**config.mk**
```make
export PLATFORM = sky130hd
export DESIGN_NAME = cmbi_mem_if
export DESIGN_NICKNAME = d
export VERILOG_FILES = /design/src/shared/cmbi_pkg.sv /design/src/verilog/cmbi_mem_if.sv /design/src/verilog/cmbi_phase.sv
export VERILOG_INCLUDE_DIRS = /design/src /design/src/shared
export SDC_FILE = /design/constraint.sdc
export NUM_CORES = 1
export LEC_CHECK = 0
export BUFFER_PORTS_ARGS = -buffer_cell sky130_fd_sc_hd__buf_4
export CAP_MARGIN = 20
export CORE_MARGIN = 1
export CORE_UTILIZATION = 55
export DETAILED_ROUTE_END_ITERATION = 10
export PLACE_DENSITY_LB_ADDON = 0.2
export REMOVE_ABC_BUFFERS = 1
export SLEW_MARGIN = 20
export SYNTH_ARGS = -nofsm -noshare
export SYNTH_HDL_FRONTEND = slang
export SYNTH_SLANG_ARGS = --single-unit
```
**constraint.sdc**
```tcl
create_clock -name clk_sys_in -period 5.2 [get_ports clk_sys_in]
set_input_delay 1.04 -clock clk_sys_in [delete_from_list [all_inputs] [get_ports clk_sys_in]]
set_output_delay 1.04 -clock clk_sys_in [all_outputs]
set_load 0.005 [all_outputs]
```
**src/shared/cmbi_map.svh**
```systemverilog
// constants for the processor memory bus interface
// assumes a single 100 MHz system clock
`ifndef CMBI_MAP_SVH
`define CMBI_MAP_SVH
// machine cycle of eight clock pulses
`define CMBI_CYC_LEN 4'h8
`define CMBI_CYC_LAST 3'h7
// phase positions inside a machine cycle
`define CMBI_PH_ALP_ON 3'h1
`define CMBI_PH_ALP_OFF 3'h2
`define CMBI_PH_RD_ON 3'h2
`define CMBI_PH_WR_ON 3'h4
`define CMBI_PH_WR_OFF 3'h6
`define CMBI_HI_MSB 15
`define CMBI_HI_LSB 8
`define CMBI_LO_MSB 7
`define CMBI_LO_LSB 0
`define CMBI_BYTE_ZERO 8'h00
`define CMBI_PH_ZERO 3'h0
`endif

```
**src/shared/cmbi_pkg.sv**
```systemverilog
// types for the processor memory bus interface
// assumes cmbi_map.svh for numeric constants
package cmbi_pkg;
  typedef enum logic [1:0] {
    CMBI_OP_NONE,
    CMBI_OP_READ,
    CMBI_OP_WRITE
  } cmbi_op_t;
  typedef enum logic [1:0] {
    CMBI_DST_INT,
    CMBI_DST_IO
  } cmbi_dst_t;
endpackage

```
**src/verilog/cmbi_mem_if.sv**
```systemverilog
// memory bus interface of the processor core
// assumes an external upper address latch and static memory on the pins
`timescale 1ns/1ps
`default_nettype none
`include "cmbi_map.svh"
module cmbi_mem_if (
  input wire logic clk_sys_in,
  input wire logic rst_in,
  input wire logic req_in,
  input wire cmbi_pkg::cmbi_op_t op_in,
  input wire cmbi_pkg::cmbi_dst_t dst_in,
  input wire logic [15:0] addr_in,
  input wire logic [7:0] wdata_in,
  input wire logic [7:0] bus_data_in,
  output logic busy_out,
  output logic [7:0] multiplexed_address_lines_out,
  output logic address_latch_pulse_out,
  output logic memory_read_enable_n_out,
  output logic memory_write_strobe_n_out,
  output logic [7:0] bus_data_out,
  output logic bus_data_oe_n_out,
  output logic [7:0] int_data_out,
  output logic int_valid_out,
  output logic [7:0] io_data_out,
  output logic io_valid_out
);
  // ****************************************
  // cycle capture
  // ****************************************
  logic [2:0] phase;
  logic last;
  logic active_q;
  logic [15:0] addr_q;
  logic [7:0] wdata_q;
  cmbi_pkg::cmbi_op_t op_q;
  cmbi_pkg::cmbi_dst_t dst_q;
  logic [7:0] bus_s1_q;
  logic [7:0] bus_s2_q;
  logic start;
  assign start = req_in && !active_q;
  cmbi_phase u_phase (
    .clk_sys_in(clk_sys_in),
    .rst_in(rst_in),
    .run_in(start),
    .phase_out(phase),
    .last_out(last)
  );
  always_ff @(posedge clk_sys_in or posedge rst_in) begin
    if (rst_in) begin
      active_q <= 1'b0;
      addr_q <= 16'h0000;
      wdata_q <= `CMBI_BYTE_ZERO;
      op_q <= cmbi_pkg::CMBI_OP_NONE;
      dst_q <= cmbi_pkg::CMBI_DST_INT;
    end else if (start) begin
      active_q <= 1'b1;
      addr_q <= addr_in;
      wdata_q <= wdata_in;
      op_q <= op_in;
      dst_q <= dst_in;
    end else if (active_q && last) begin
      active_q <= 1'b0;
    end
  end
  always_ff @(posedge clk_sys_in or posedge rst_in) begin
    if (rst_in) begin
      busy_out <= 1'b0;
    end else begin
      busy_out <= start || (active_q && !last);
    end
  end
  // ****************************************
  // address multiplexing
  // ****************************************
  always_ff @(posedge clk_sys_in or posedge rst_in) begin
    if (rst_in) begin
      multiplexed_address_lines_out <= `CMBI_BYTE_ZERO;
    end else if (start) begin
      multiplexed_address_lines_out <= addr_in[`CMBI_HI_MSB:`CMBI_HI_LSB];
    end else if (active_q && phase == `CMBI_PH_ALP_OFF) begin
      multiplexed_address_lines_out <= addr_q[`CMBI_LO_MSB:`CMBI_LO_LSB];
    end
  end
  always_ff @(posedge clk_sys_in or posedge rst_in) begin
    if (rst_in) begin
      address_latch_pulse_out <= 1'b0;
    end else begin
      // pulse falls one clock before the lower byte replaces the upper one
      address_latch_pulse_out <= start;
    end
  end
  // ****************************************
  // strobes and data
  // ****************************************
  always_ff @(posedge clk_sys_in or posedge rst_in) begin
    if (rst_in) begin
      memory_read_enable_n_out <= 1'b1;
    end else if (active_q && op_q == cmbi_pkg::CMBI_OP_READ
                 && phase == `CMBI_PH_RD_ON) begin
      memory_read_enable_n_out <= 1'b0;
    end else if (last) begin
      memory_read_enable_n_out <= 1'b1;
    end
  end
  always_ff @(posedge clk_sys_in or posedge rst_in) begin
    if (rst_in) begin
      memory_write_strobe_n_out <= 1'b1;
    end else if (active_q && op_q == cmbi_pkg::CMBI_OP_WRITE
                 && phase == `CMBI_PH_WR_ON) begin
      memory_write_strobe_n_out <= 1'b0;
    end else if (phase == `CMBI_PH_WR_OFF) begin
      memory_write_strobe_n_out <= 1'b1;
    end
  end
  always_ff @(posedge clk_sys_in or posedge rst_in) begin
    if (rst_in) begin
      bus_data_out <= `CMBI_BYTE_ZERO;
      bus_data_oe_n_out <= 1'b1;
    end else if (active_q && op_q == cmbi_pkg::CMBI_OP_WRITE
                 && phase == `CMBI_PH_RD_ON) begin
      bus_data_out <= wdata_q;
      bus_data_oe_n_out <= 1'b0;
    end else if (last) begin
      bus_data_oe_n_out <= 1'b1;
    end
  end
  // ****************************************
  // read data routing
  // ****************************************
  always_ff @(posedge clk_sys_in or posedge rst_in) begin
    if (rst_in) begin
      bus_s1_q <= `CMBI_BYTE_ZERO;
      bus_s2_q <= `CMBI_BYTE_ZERO;
    end else begin
      bus_s1_q <= bus_data_in;
      bus_s2_q <= bus_s1_q;
    end
  end
  always_ff @(posedge clk_sys_in or posedge rst_in) begin
    if (rst_in) begin
      int_data_out <= `CMBI_BYTE_ZERO;
      io_data_out <= `CMBI_BYTE_ZERO;
      int_valid_out <= 1'b0;
      io_valid_out <= 1'b0;
    end else begin
      int_valid_out <= 1'b0;
      io_valid_out <= 1'b0;
      if (active_q && last && op_q == cmbi_pkg::CMBI_OP_READ) begin
        if (dst_q == cmbi_pkg::CMBI_DST_IO) begin
          io_data_out <= bus_s2_q;
          io_valid_out <= 1'b1;
        end else begin
          int_data_out <= bus_s2_q;
          int_valid_out <= 1'b1;
        end
      end
    end
  end
  // ****************************************
  // checks
  // ****************************************
  AST_HI_FIRST: assert property (@(posedge clk_sys_in) disable iff (rst_in)
    start |=> multiplexed_address_lines_out ==
      $past(addr_in[`CMBI_HI_MSB:`CMBI_HI_LSB]))
    else $error("upper byte not shown first");
  AST_PULSE_HI: assert property (@(posedge clk_sys_in) disable iff (rst_in)
    address_latch_pulse_out |->
      multiplexed_address_lines_out == addr_q[`CMBI_HI_MSB:`CMBI_HI_LSB])
    else $error("latch pulse without upper byte");
  AST_LO_AFTER: assert property (@(posedge clk_sys_in) disable iff (rst_in)
    $fell(address_latch_pulse_out) |=>
      multiplexed_address_lines_out == addr_q[`CMBI_LO_MSB:`CMBI_LO_LSB])
    else $error("lower byte not shown after latch");
  AST_NO_BOTH: assert property (@(posedge clk_sys_in) disable iff (rst_in)
    !(memory_read_enable_n_out == 1'b0 && memory_write_strobe_n_out == 1'b0))
    else $error("read and write together");
  AST_IDLE_HIGH: assert property (@(posedge clk_sys_in) disable iff (rst_in)
    !active_q && !busy_out |-> memory_read_enable_n_out && memory_write_strobe_n_out)
    else $error("strobe low while idle");
  AST_WR_DATA: assert property (@(posedge clk_sys_in) disable iff (rst_in)
    !memory_write_strobe_n_out |-> !bus_data_oe_n_out && bus_data_out == wdata_q)
    else $error("write pulse without data");
  AST_WR_WIDTH: assert property (@(posedge clk_sys_in) disable iff (rst_in)
    $fell(memory_write_strobe_n_out) |-> !memory_write_strobe_n_out [*2] ##1
      memory_write_strobe_n_out)
    else $error("write pulse width wrong");
  AST_RD_HOLD: assert property (@(posedge clk_sys_in) disable iff (rst_in)
    $fell(memory_read_enable_n_out) |-> !memory_read_enable_n_out [*5] ##1
      memory_read_enable_n_out)
    else $error("read strobe not held");
  AST_RD_ROUTE: assert property (@(posedge clk_sys_in) disable iff (rst_in)
    $rose(memory_read_enable_n_out) |-> (int_valid_out ^ io_valid_out))
    else $error("read byte not routed");
endmodule
`default_nettype wire

```
**src/verilog/cmbi_phase.sv**
```systemverilog
// machine cycle phase counter
// assumes one clock; wraps to zero eight clocks after run_in and holds there
`timescale 1ns/1ps
`default_nettype none
`include "cmbi_map.svh"
module cmbi_phase (
  input wire logic clk_sys_in,
  input wire logic rst_in,
  input wire logic run_in,
  output logic [2:0] phase_out,
  output logic last_out
);
  // ****************************************
  // phase count
  // ****************************************
  always_ff @(posedge clk_sys_in or posedge rst_in) begin
    if (rst_in) begin
      phase_out <= `CMBI_PH_ZERO;
    end else if (run_in || phase_out != `CMBI_PH_ZERO) begin
      phase_out <= phase_out + 3'h1;
    end
  end
  assign last_out = (phase_out == `CMBI_CYC_LAST);
endmodule
`default_nettype wire
```
==> impl_metrics.env, run 1 <==
export IMPL_synth_seq_cells=79
export IMPL_firstDrtPassIters=3
export IMPL_grt_busiest_layer="met2"
export IMPL_dp_slack_ns=2.39
export IMPL_post_cts_setup_buffers=0
export IMPL_hp_class="reg -> reg"
export IMPL_cp_slowest_cell="nor2b_4"
export IMPL_cp_arrival_ns=2.64
export IMPL_die_height_um=75.1
export IMPL_grt_pass1_vias=1594
export IMPL_critPathMaxStageDelay_ns=0.74
export IMPL_max_freq_mhz=412
export IMPL_grt_pass1_wl_mm=7.42
export IMPL_die_width_um=75.1
export IMPL_fin_tns_setup_ns=0
export IMPL_core_um2=5140
export IMPL_grt_util_met2_pct=28.0
export IMPL_worstPathBufferInverterCount=1
export IMPL_switching_share_pct=21.3
export IMPL_netlist_top_cells_count="76 x dfrtp_1, 54 x mux2_2, 6 x mux2_4, 5 x inv_1"
export IMPL_cp_max_fo=34
export IMPL_power_density_nw_per_um2=298
export IMPL_ys_warn_count=0
export IMPL_min_period_over_period_pct=46.6
export IMPL_intPower_w=0.000886
export IMPL_synth_ff_type="dfrtp_1"
export IMPL_drt_iter0_drc=70
export IMPL_clkTransAtPathRegs_ns=0.07
export IMPL_globalRouteMet1Util_pct=24.8
export IMPL_antenna_found_initial=0
export IMPL_detail_route_antenna_nets=0
export IMPL_drt_vias_per_instance=4.87
export IMPL_syn_avg_cell_area_um2=16.7
export IMPL_crit_path_cell_trace="buf_4 > nor2b_4 > o21bai_2 > mux2_2"
export IMPL_max_slew_margin_pct=37.0
export IMPL_irDropWorstVdd_v=0.000225
export IMPL_dp_hpwl_mm=3.28
export IMPL_ff2ff_setup_slack_ns=2.83
export IMPL_drive_gt1_share_pct=61.3
export IMPL_synth_edf_count=0
export IMPL_cp_start_kind="primary input"
export IMPL_cts_buffer_depth=2
export IMPL_min_period_ns=2.42
export IMPL_grt_overflow_total=0
export IMPL_grt_use_met3_pct=6.29
export IMPL_end_kind="flip-flop"
export IMPL_crit_family="simple AND/OR/NAND/NOR gates"
export IMPL_setup_slack_ns=2.78
export IMPL_p_sw_w=0.000240
export IMPL_post_drt_wl_per_cell_um=14.1
export IMPL_cp_required_ns=5.42
export IMPL_post_cts_resized=0
export IMPL_vias=1635
export IMPL_io_pins=78
export IMPL_crit_type="in -> reg"
export IMPL_cts_root_buf="clkbuf_8"
export IMPL_numClockSinks=79
export IMPL_syn_to_final_growth_pct=28.4
export IMPL_power_frac_seq_pct=56.8
export IMPL_ys_async_sr_fraction_pct=100
export IMPL_grt_setup_unrepaired="false"
export IMPL_synthCells=176
export IMPL_timing_max_cap_violations=0
export IMPL_grt_util_all_layers_pct=18.7
export IMPL_cts_max_level=3
export IMPL_hold_viol_final=0
export IMPL_pwr_share_comb_pct=4.8
export IMPL_yosys_area_top_type_share_pct=64.7
export IMPL_drcViolationCount=0
export IMPL_cts_tree="done"
export IMPL_synth_top_area_cell="dfrtp_1"
export IMPL_io_buffers=77
export IMPL_synth_area_um2=2940
export IMPL_hold_buffers=0
export IMPL_fin_skew_ns=0.0102
export IMPL_grt_max_degree=80
export IMPL_p_leak_nw=1.92
export IMPL_synth_top_cells_by_area="dfrtp_1 65%, mux2_2 21%, mux2_4 3.1%"
export IMPL_die_area_um2=5640
export IMPL_initial_utilization_pct=57.2
export IMPL_nNetsFinal=304
export IMPL_clock_latency_ns=0.34
export IMPL_slew_viol_final=0
export IMPL_status="finished, final reports clean"
export IMPL_tightestPinTransition_ns=0.946
export IMPL_ys_types=26
export IMPL_gp_congestion=0.721
export IMPL_p_clk_share_pct=38.3
export IMPL_yosysSeqAreaShare_pct=67.4
export IMPL_cts_made_buffers=9
export IMPL_n_antenna_cell=0
export IMPL_yosysMostFrequentCell="dfrtp_1"
export IMPL_finalSetupViolations=0
export IMPL_rows=26
export IMPL_routed_wl_mm=4.75
cells in the final DEF, fill, tap and decap left out, drive strengths merged, types with 2 or more instances in the layout:
cell / count
ha: 4
a21oi: 2
nand2: 3
inv: 4
dfrtp: 76
clkbuf: 10
buf: 79
nor2: 5
mux2: 60
dfstp: 3
clkinv: 5
o21bai: 3
stage by stage:
step	hold WS (ns)	instances	instance area, um^2	util (%)	power [W]
floorplan	0.331	171	2900	-	0.000673
global placement	0.333	320	3590	69.8	0.000706
detailed placement	0.335	320	3590	69.8	0.000708
CTS	0.341	336	3780	73.5	0.00114
global route	0.346	336	3780	73.5	0.00117
finish	0.342	336	3780	73.5	0.00113
logic make-up (layout without fill, tap and decap cells):
logic type	Yosys count	count (layout)	share of synthesized area, %
compound gates	7	7	1.87
xor+xnor	1	1	0.298
fa+ha+maj	4	4	1.70
buf+inv	10	100	2.08
flops	79	79	67.4
mux	60	60	23.7
simple gates	15	15	2.94
worst reg2reg max path, cell delays in order, from the launching register on:
cell	delay, ns
dfrtp_1	0.41
ha_1	0.17
ha_1	0.27
nand4b_1	0.22
nor3b_1	0.58
buf_4	0.27
mux2_2	0.34
path summary, 6_finish.rpt:
| kind | startpoint | end | cells after the start |
|---|---|---|---|
| max | req_in | multiplexed_address_lines_out[4] | 4 |
| min | bus_s1_q[7] | bus_s2_q[7] | 0 |
| max reg2reg | u_phase.phase_out[1] | io_data_out[2] | 6 |
| min reg2reg | bus_s1_q[7] | bus_s2_q[7] | 0 |
| max in group asynchronous | rst_in | dst_q[1] | 3 |
| min in group asynchronous | rst_in | bus_s1_q[0] | 3 |
sequential cells by signal (all words and copies together), names as in the netlist, 3 cells and up:
signal	flops
bus_s1_q	8
bus_data_out	8
io_data_out	8
wdata_q	8
addr_q	8
bus_s2_q	8
u_phase.phase_out	3
multiplexed_address_lines_out	8
int_data_out	8
power by group through the flow:
stage	registers, W	clock network [W]	logic [W]
final	0.000640	0.000431	0.0000545
after global routing	0.000642	0.000469	0.0000608
after CTS	0.000640	0.000443	0.0000562
after detailed placement	0.000652	0	0.0000560
after global placement	0.000651	0	0.0000548
after floorplan	0.000650	0	0.0000236
layout make-up:
cell class,count,area [um^2]
fill,366,1360
timing repair buffer,79,593
inverter,5,20.0
multi-input combinational,87,906
sequential,79,1980
clock buffer,10,128
tap,70,87.6
clock inverter,6,61.3
per-layer routing:
metal	vias to the layer above	share of wire (%)
li1	773	-
met4	0	1.9
met3	8	4.3
met2	43	48
met5	-	0
met1	811	46
No activity file was read; power rests on OpenSTA's default activity.
==> run 2, diff against run 1 <==
- CORE_UTILIZATION: 55 -> 47
- clock period: 5.2 -> 2.17 ns (I/O delays scaled with it)
==> run 2 against run 1 <==
  * Total power rose to 2.5 times the previous value
  * Critical endpoint is now int_data_out[7]
  * Clock skew fell by 0.0042 ns
  * Combinational power rose by 150%
  * Sequential share of layout area fell by 1.1 points
==> impl_metrics.env, run 2 (synthesis gave the netlist of run 1 again) <==
export IMPL_finalSetupViolations=0
export IMPL_drt_iter0_drc=41
export IMPL_grt_setup_unrepaired="false"
export IMPL_grt_pass1_wl_mm=8.34
export IMPL_grt_overflow_total=0
export IMPL_crit_type="reg -> reg"
export IMPL_antenna_found_initial=0
export IMPL_grt_pass1_vias=1729
export IMPL_final_cell_mix="85 x buf_4, 76 x dfrtp_1, 54 x mux2_2"
export IMPL_post_cts_resized=0
export IMPL_drive_gt1_share_pct=62.5
export IMPL_nNetsFinal=310
export IMPL_syn_to_final_growth_pct=31.3
export IMPL_reg2reg_from="u_phase.phase_out[1]"
export IMPL_firstDrtPassIters=4
export IMPL_crit_top_cell="ha_1"
export IMPL_tightestPinTransition_ns=0.530
export IMPL_cts_root_buf="clkbuf_8"
export IMPL_hp_class="in -> async"
export IMPL_grt_max_degree=33
export IMPL_max_freq_mhz=519
export IMPL_timing_max_cap_violations=0
export IMPL_cts_max_level=3
export IMPL_final_area_um2=3860
export IMPL_postPlaceCellArea_um2=3640
export IMPL_detail_route_antenna_nets=0
export IMPL_die_area_um2=6580
export IMPL_status="finished, final reports clean"
export IMPL_r2r_end="int_data_out[7]"
export IMPL_cp_max_fo=9
export IMPL_hold_viol_final=0
export IMPL_rows=28
export IMPL_dp_hpwl_mm=3.71
export IMPL_layout_commonest_cell="buf_4"
export IMPL_cp_start_kind="flip-flop"
export IMPL_cts_buffer_depth=2
export IMPL_io_pins=78
export IMPL_grt_util_all_layers_pct=17.7
export IMPL_p_leak_nw=1.96
export IMPL_dp_slack_ns=0.237
export IMPL_io_buffers=77
export IMPL_cts_tree="done"
export IMPL_cp_arrival_ns=2.15
export IMPL_end_kind="flip-flop"
export IMPL_clkTransAtPathRegs_ns=0.08
export IMPL_post_drt_wl_per_cell_um=14.9
export IMPL_drt_vias_per_instance=4.98
export IMPL_irDropWorstVdd_v=0.000476
export IMPL_clock_latency_ns=0.34
export IMPL_min_period_ns=1.93
export IMPL_fin_util_pct=64.4
export IMPL_crit_path_cell_trace="ha_1 > ha_1 > nand4b_1 > a21oi_2 > mux2_2"
export IMPL_initial_utilization_pct=49.1
export IMPL_vias=1727
export IMPL_critPathMaxStageDelay_ns=0.44
export IMPL_fin_skew_ns=0.00605
export IMPL_numClockSinks=79
export IMPL_hold_buffers=0
export IMPL_core_um2=5990
export IMPL_power_density_nw_per_um2=739
export IMPL_slew_viol_final=0
export IMPL_setup_slack_ns=0.242
export IMPL_fill_cells=471
export IMPL_cp_required_ns=2.40
export IMPL_cp_slowest_cell="a21oi_2"
export IMPL_die_width_um=81.1
export IMPL_n_antenna_cell=0
export IMPL_max_slew_margin_pct=64.6
export IMPL_cts_made_buffers=9
export IMPL_post_cts_setup_buffers=0
export IMPL_reg2regPathDepth=5
export IMPL_gp_congestion=0.738
export IMPL_routed_wl_mm=5.16
export IMPL_min_period_over_period_pct=88.8
export IMPL_ff2ff_setup_slack_ns=0.24
export IMPL_drcViolationCount=0
export IMPL_die_height_um=81.1
run 2: cell count changes in the layout (fill, tap and decap cells not counted):
cell | before | now
clkinvlp_4 | 1 | 2
buf_4 | 79 | 85
clkinv_4 | 1 | 2
clkinv_2 | 4 | 2
bufinv_16 | 1 | 2
clkbuf_1 | 1 | 0
run 2: layer usage:
layer	vias to the layer above	GRT usage [%]	wire, um
met3	7	6.07	307
met1	873	22.1	2220
met2	55	27.3	2590
li1	792	-	-
met4	0	8.57	43
met5	-	0	0
run 2: critical path, delay by kind of cell, from the launching register on:
family,cells,cell delay (ns)
and+or+nand+nor,1,0.17
adders and majority gates,2,0.41
muxes,1,0.39
AOI/OAI and AO/OA,1,0.44
DFF,1,0.39
run 2: cell type report:
class / instances / area [um^2] / area share [%]
clock inverters: 7 / 97.6 / 2.53
clock buffers: 9 / 124 / 3.21
repair buffers: 85 / 638 / 16.5
inverters: 5 / 20.0 / 0.519
well taps: 75 / 93.8 / 2.43
multi-input cells: 87 / 906 / 23.5
flip-flops and latches: 79 / 1980 / 51.3
run 2: through the flow:
step           cells  power (W)  TNS (ns)  hold WS (ns)
6_report         347    0.00285         0         0.117
5_1_grt          347    0.00297         0         0.132
4_1_cts          347    0.00289         0         0.124
3_5_place_dp     331    0.00170         0         0.335
3_3_place_gp     331    0.00170         0         0.333
2_1_floorplan    171    0.00161    -34.50         0.331
run 2: worst max path at each step:
stage | from | endpoint | slack, ns
floorplan | req_in | multiplexed_address_lines_out[0] | -0.70
global placement | u_phase.phase_out[1] | int_data_out[3] | 0.33
detailed placement | u_phase.phase_out[1] | int_data_out[7] | 0.24
CTS | u_phase.phase_out[1] | int_data_out[7] | 0.22
global route | u_phase.phase_out[1] | int_data_out[7] | 0.08
finish | u_phase.phase_out[1] | int_data_out[7] | 0.24
run 2: power breakdown:
group	leakage (nW)	total [W]	switching [W]	internal [W]
Combinational	0.843	0.000134	0.0000502	0.0000839
Sequential	1.01	0.00153	0.0000201	0.00151
Clock	0.105	0.00119	0.000537	0.000649
Total	1.96	0.00285	0.000607	0.00225
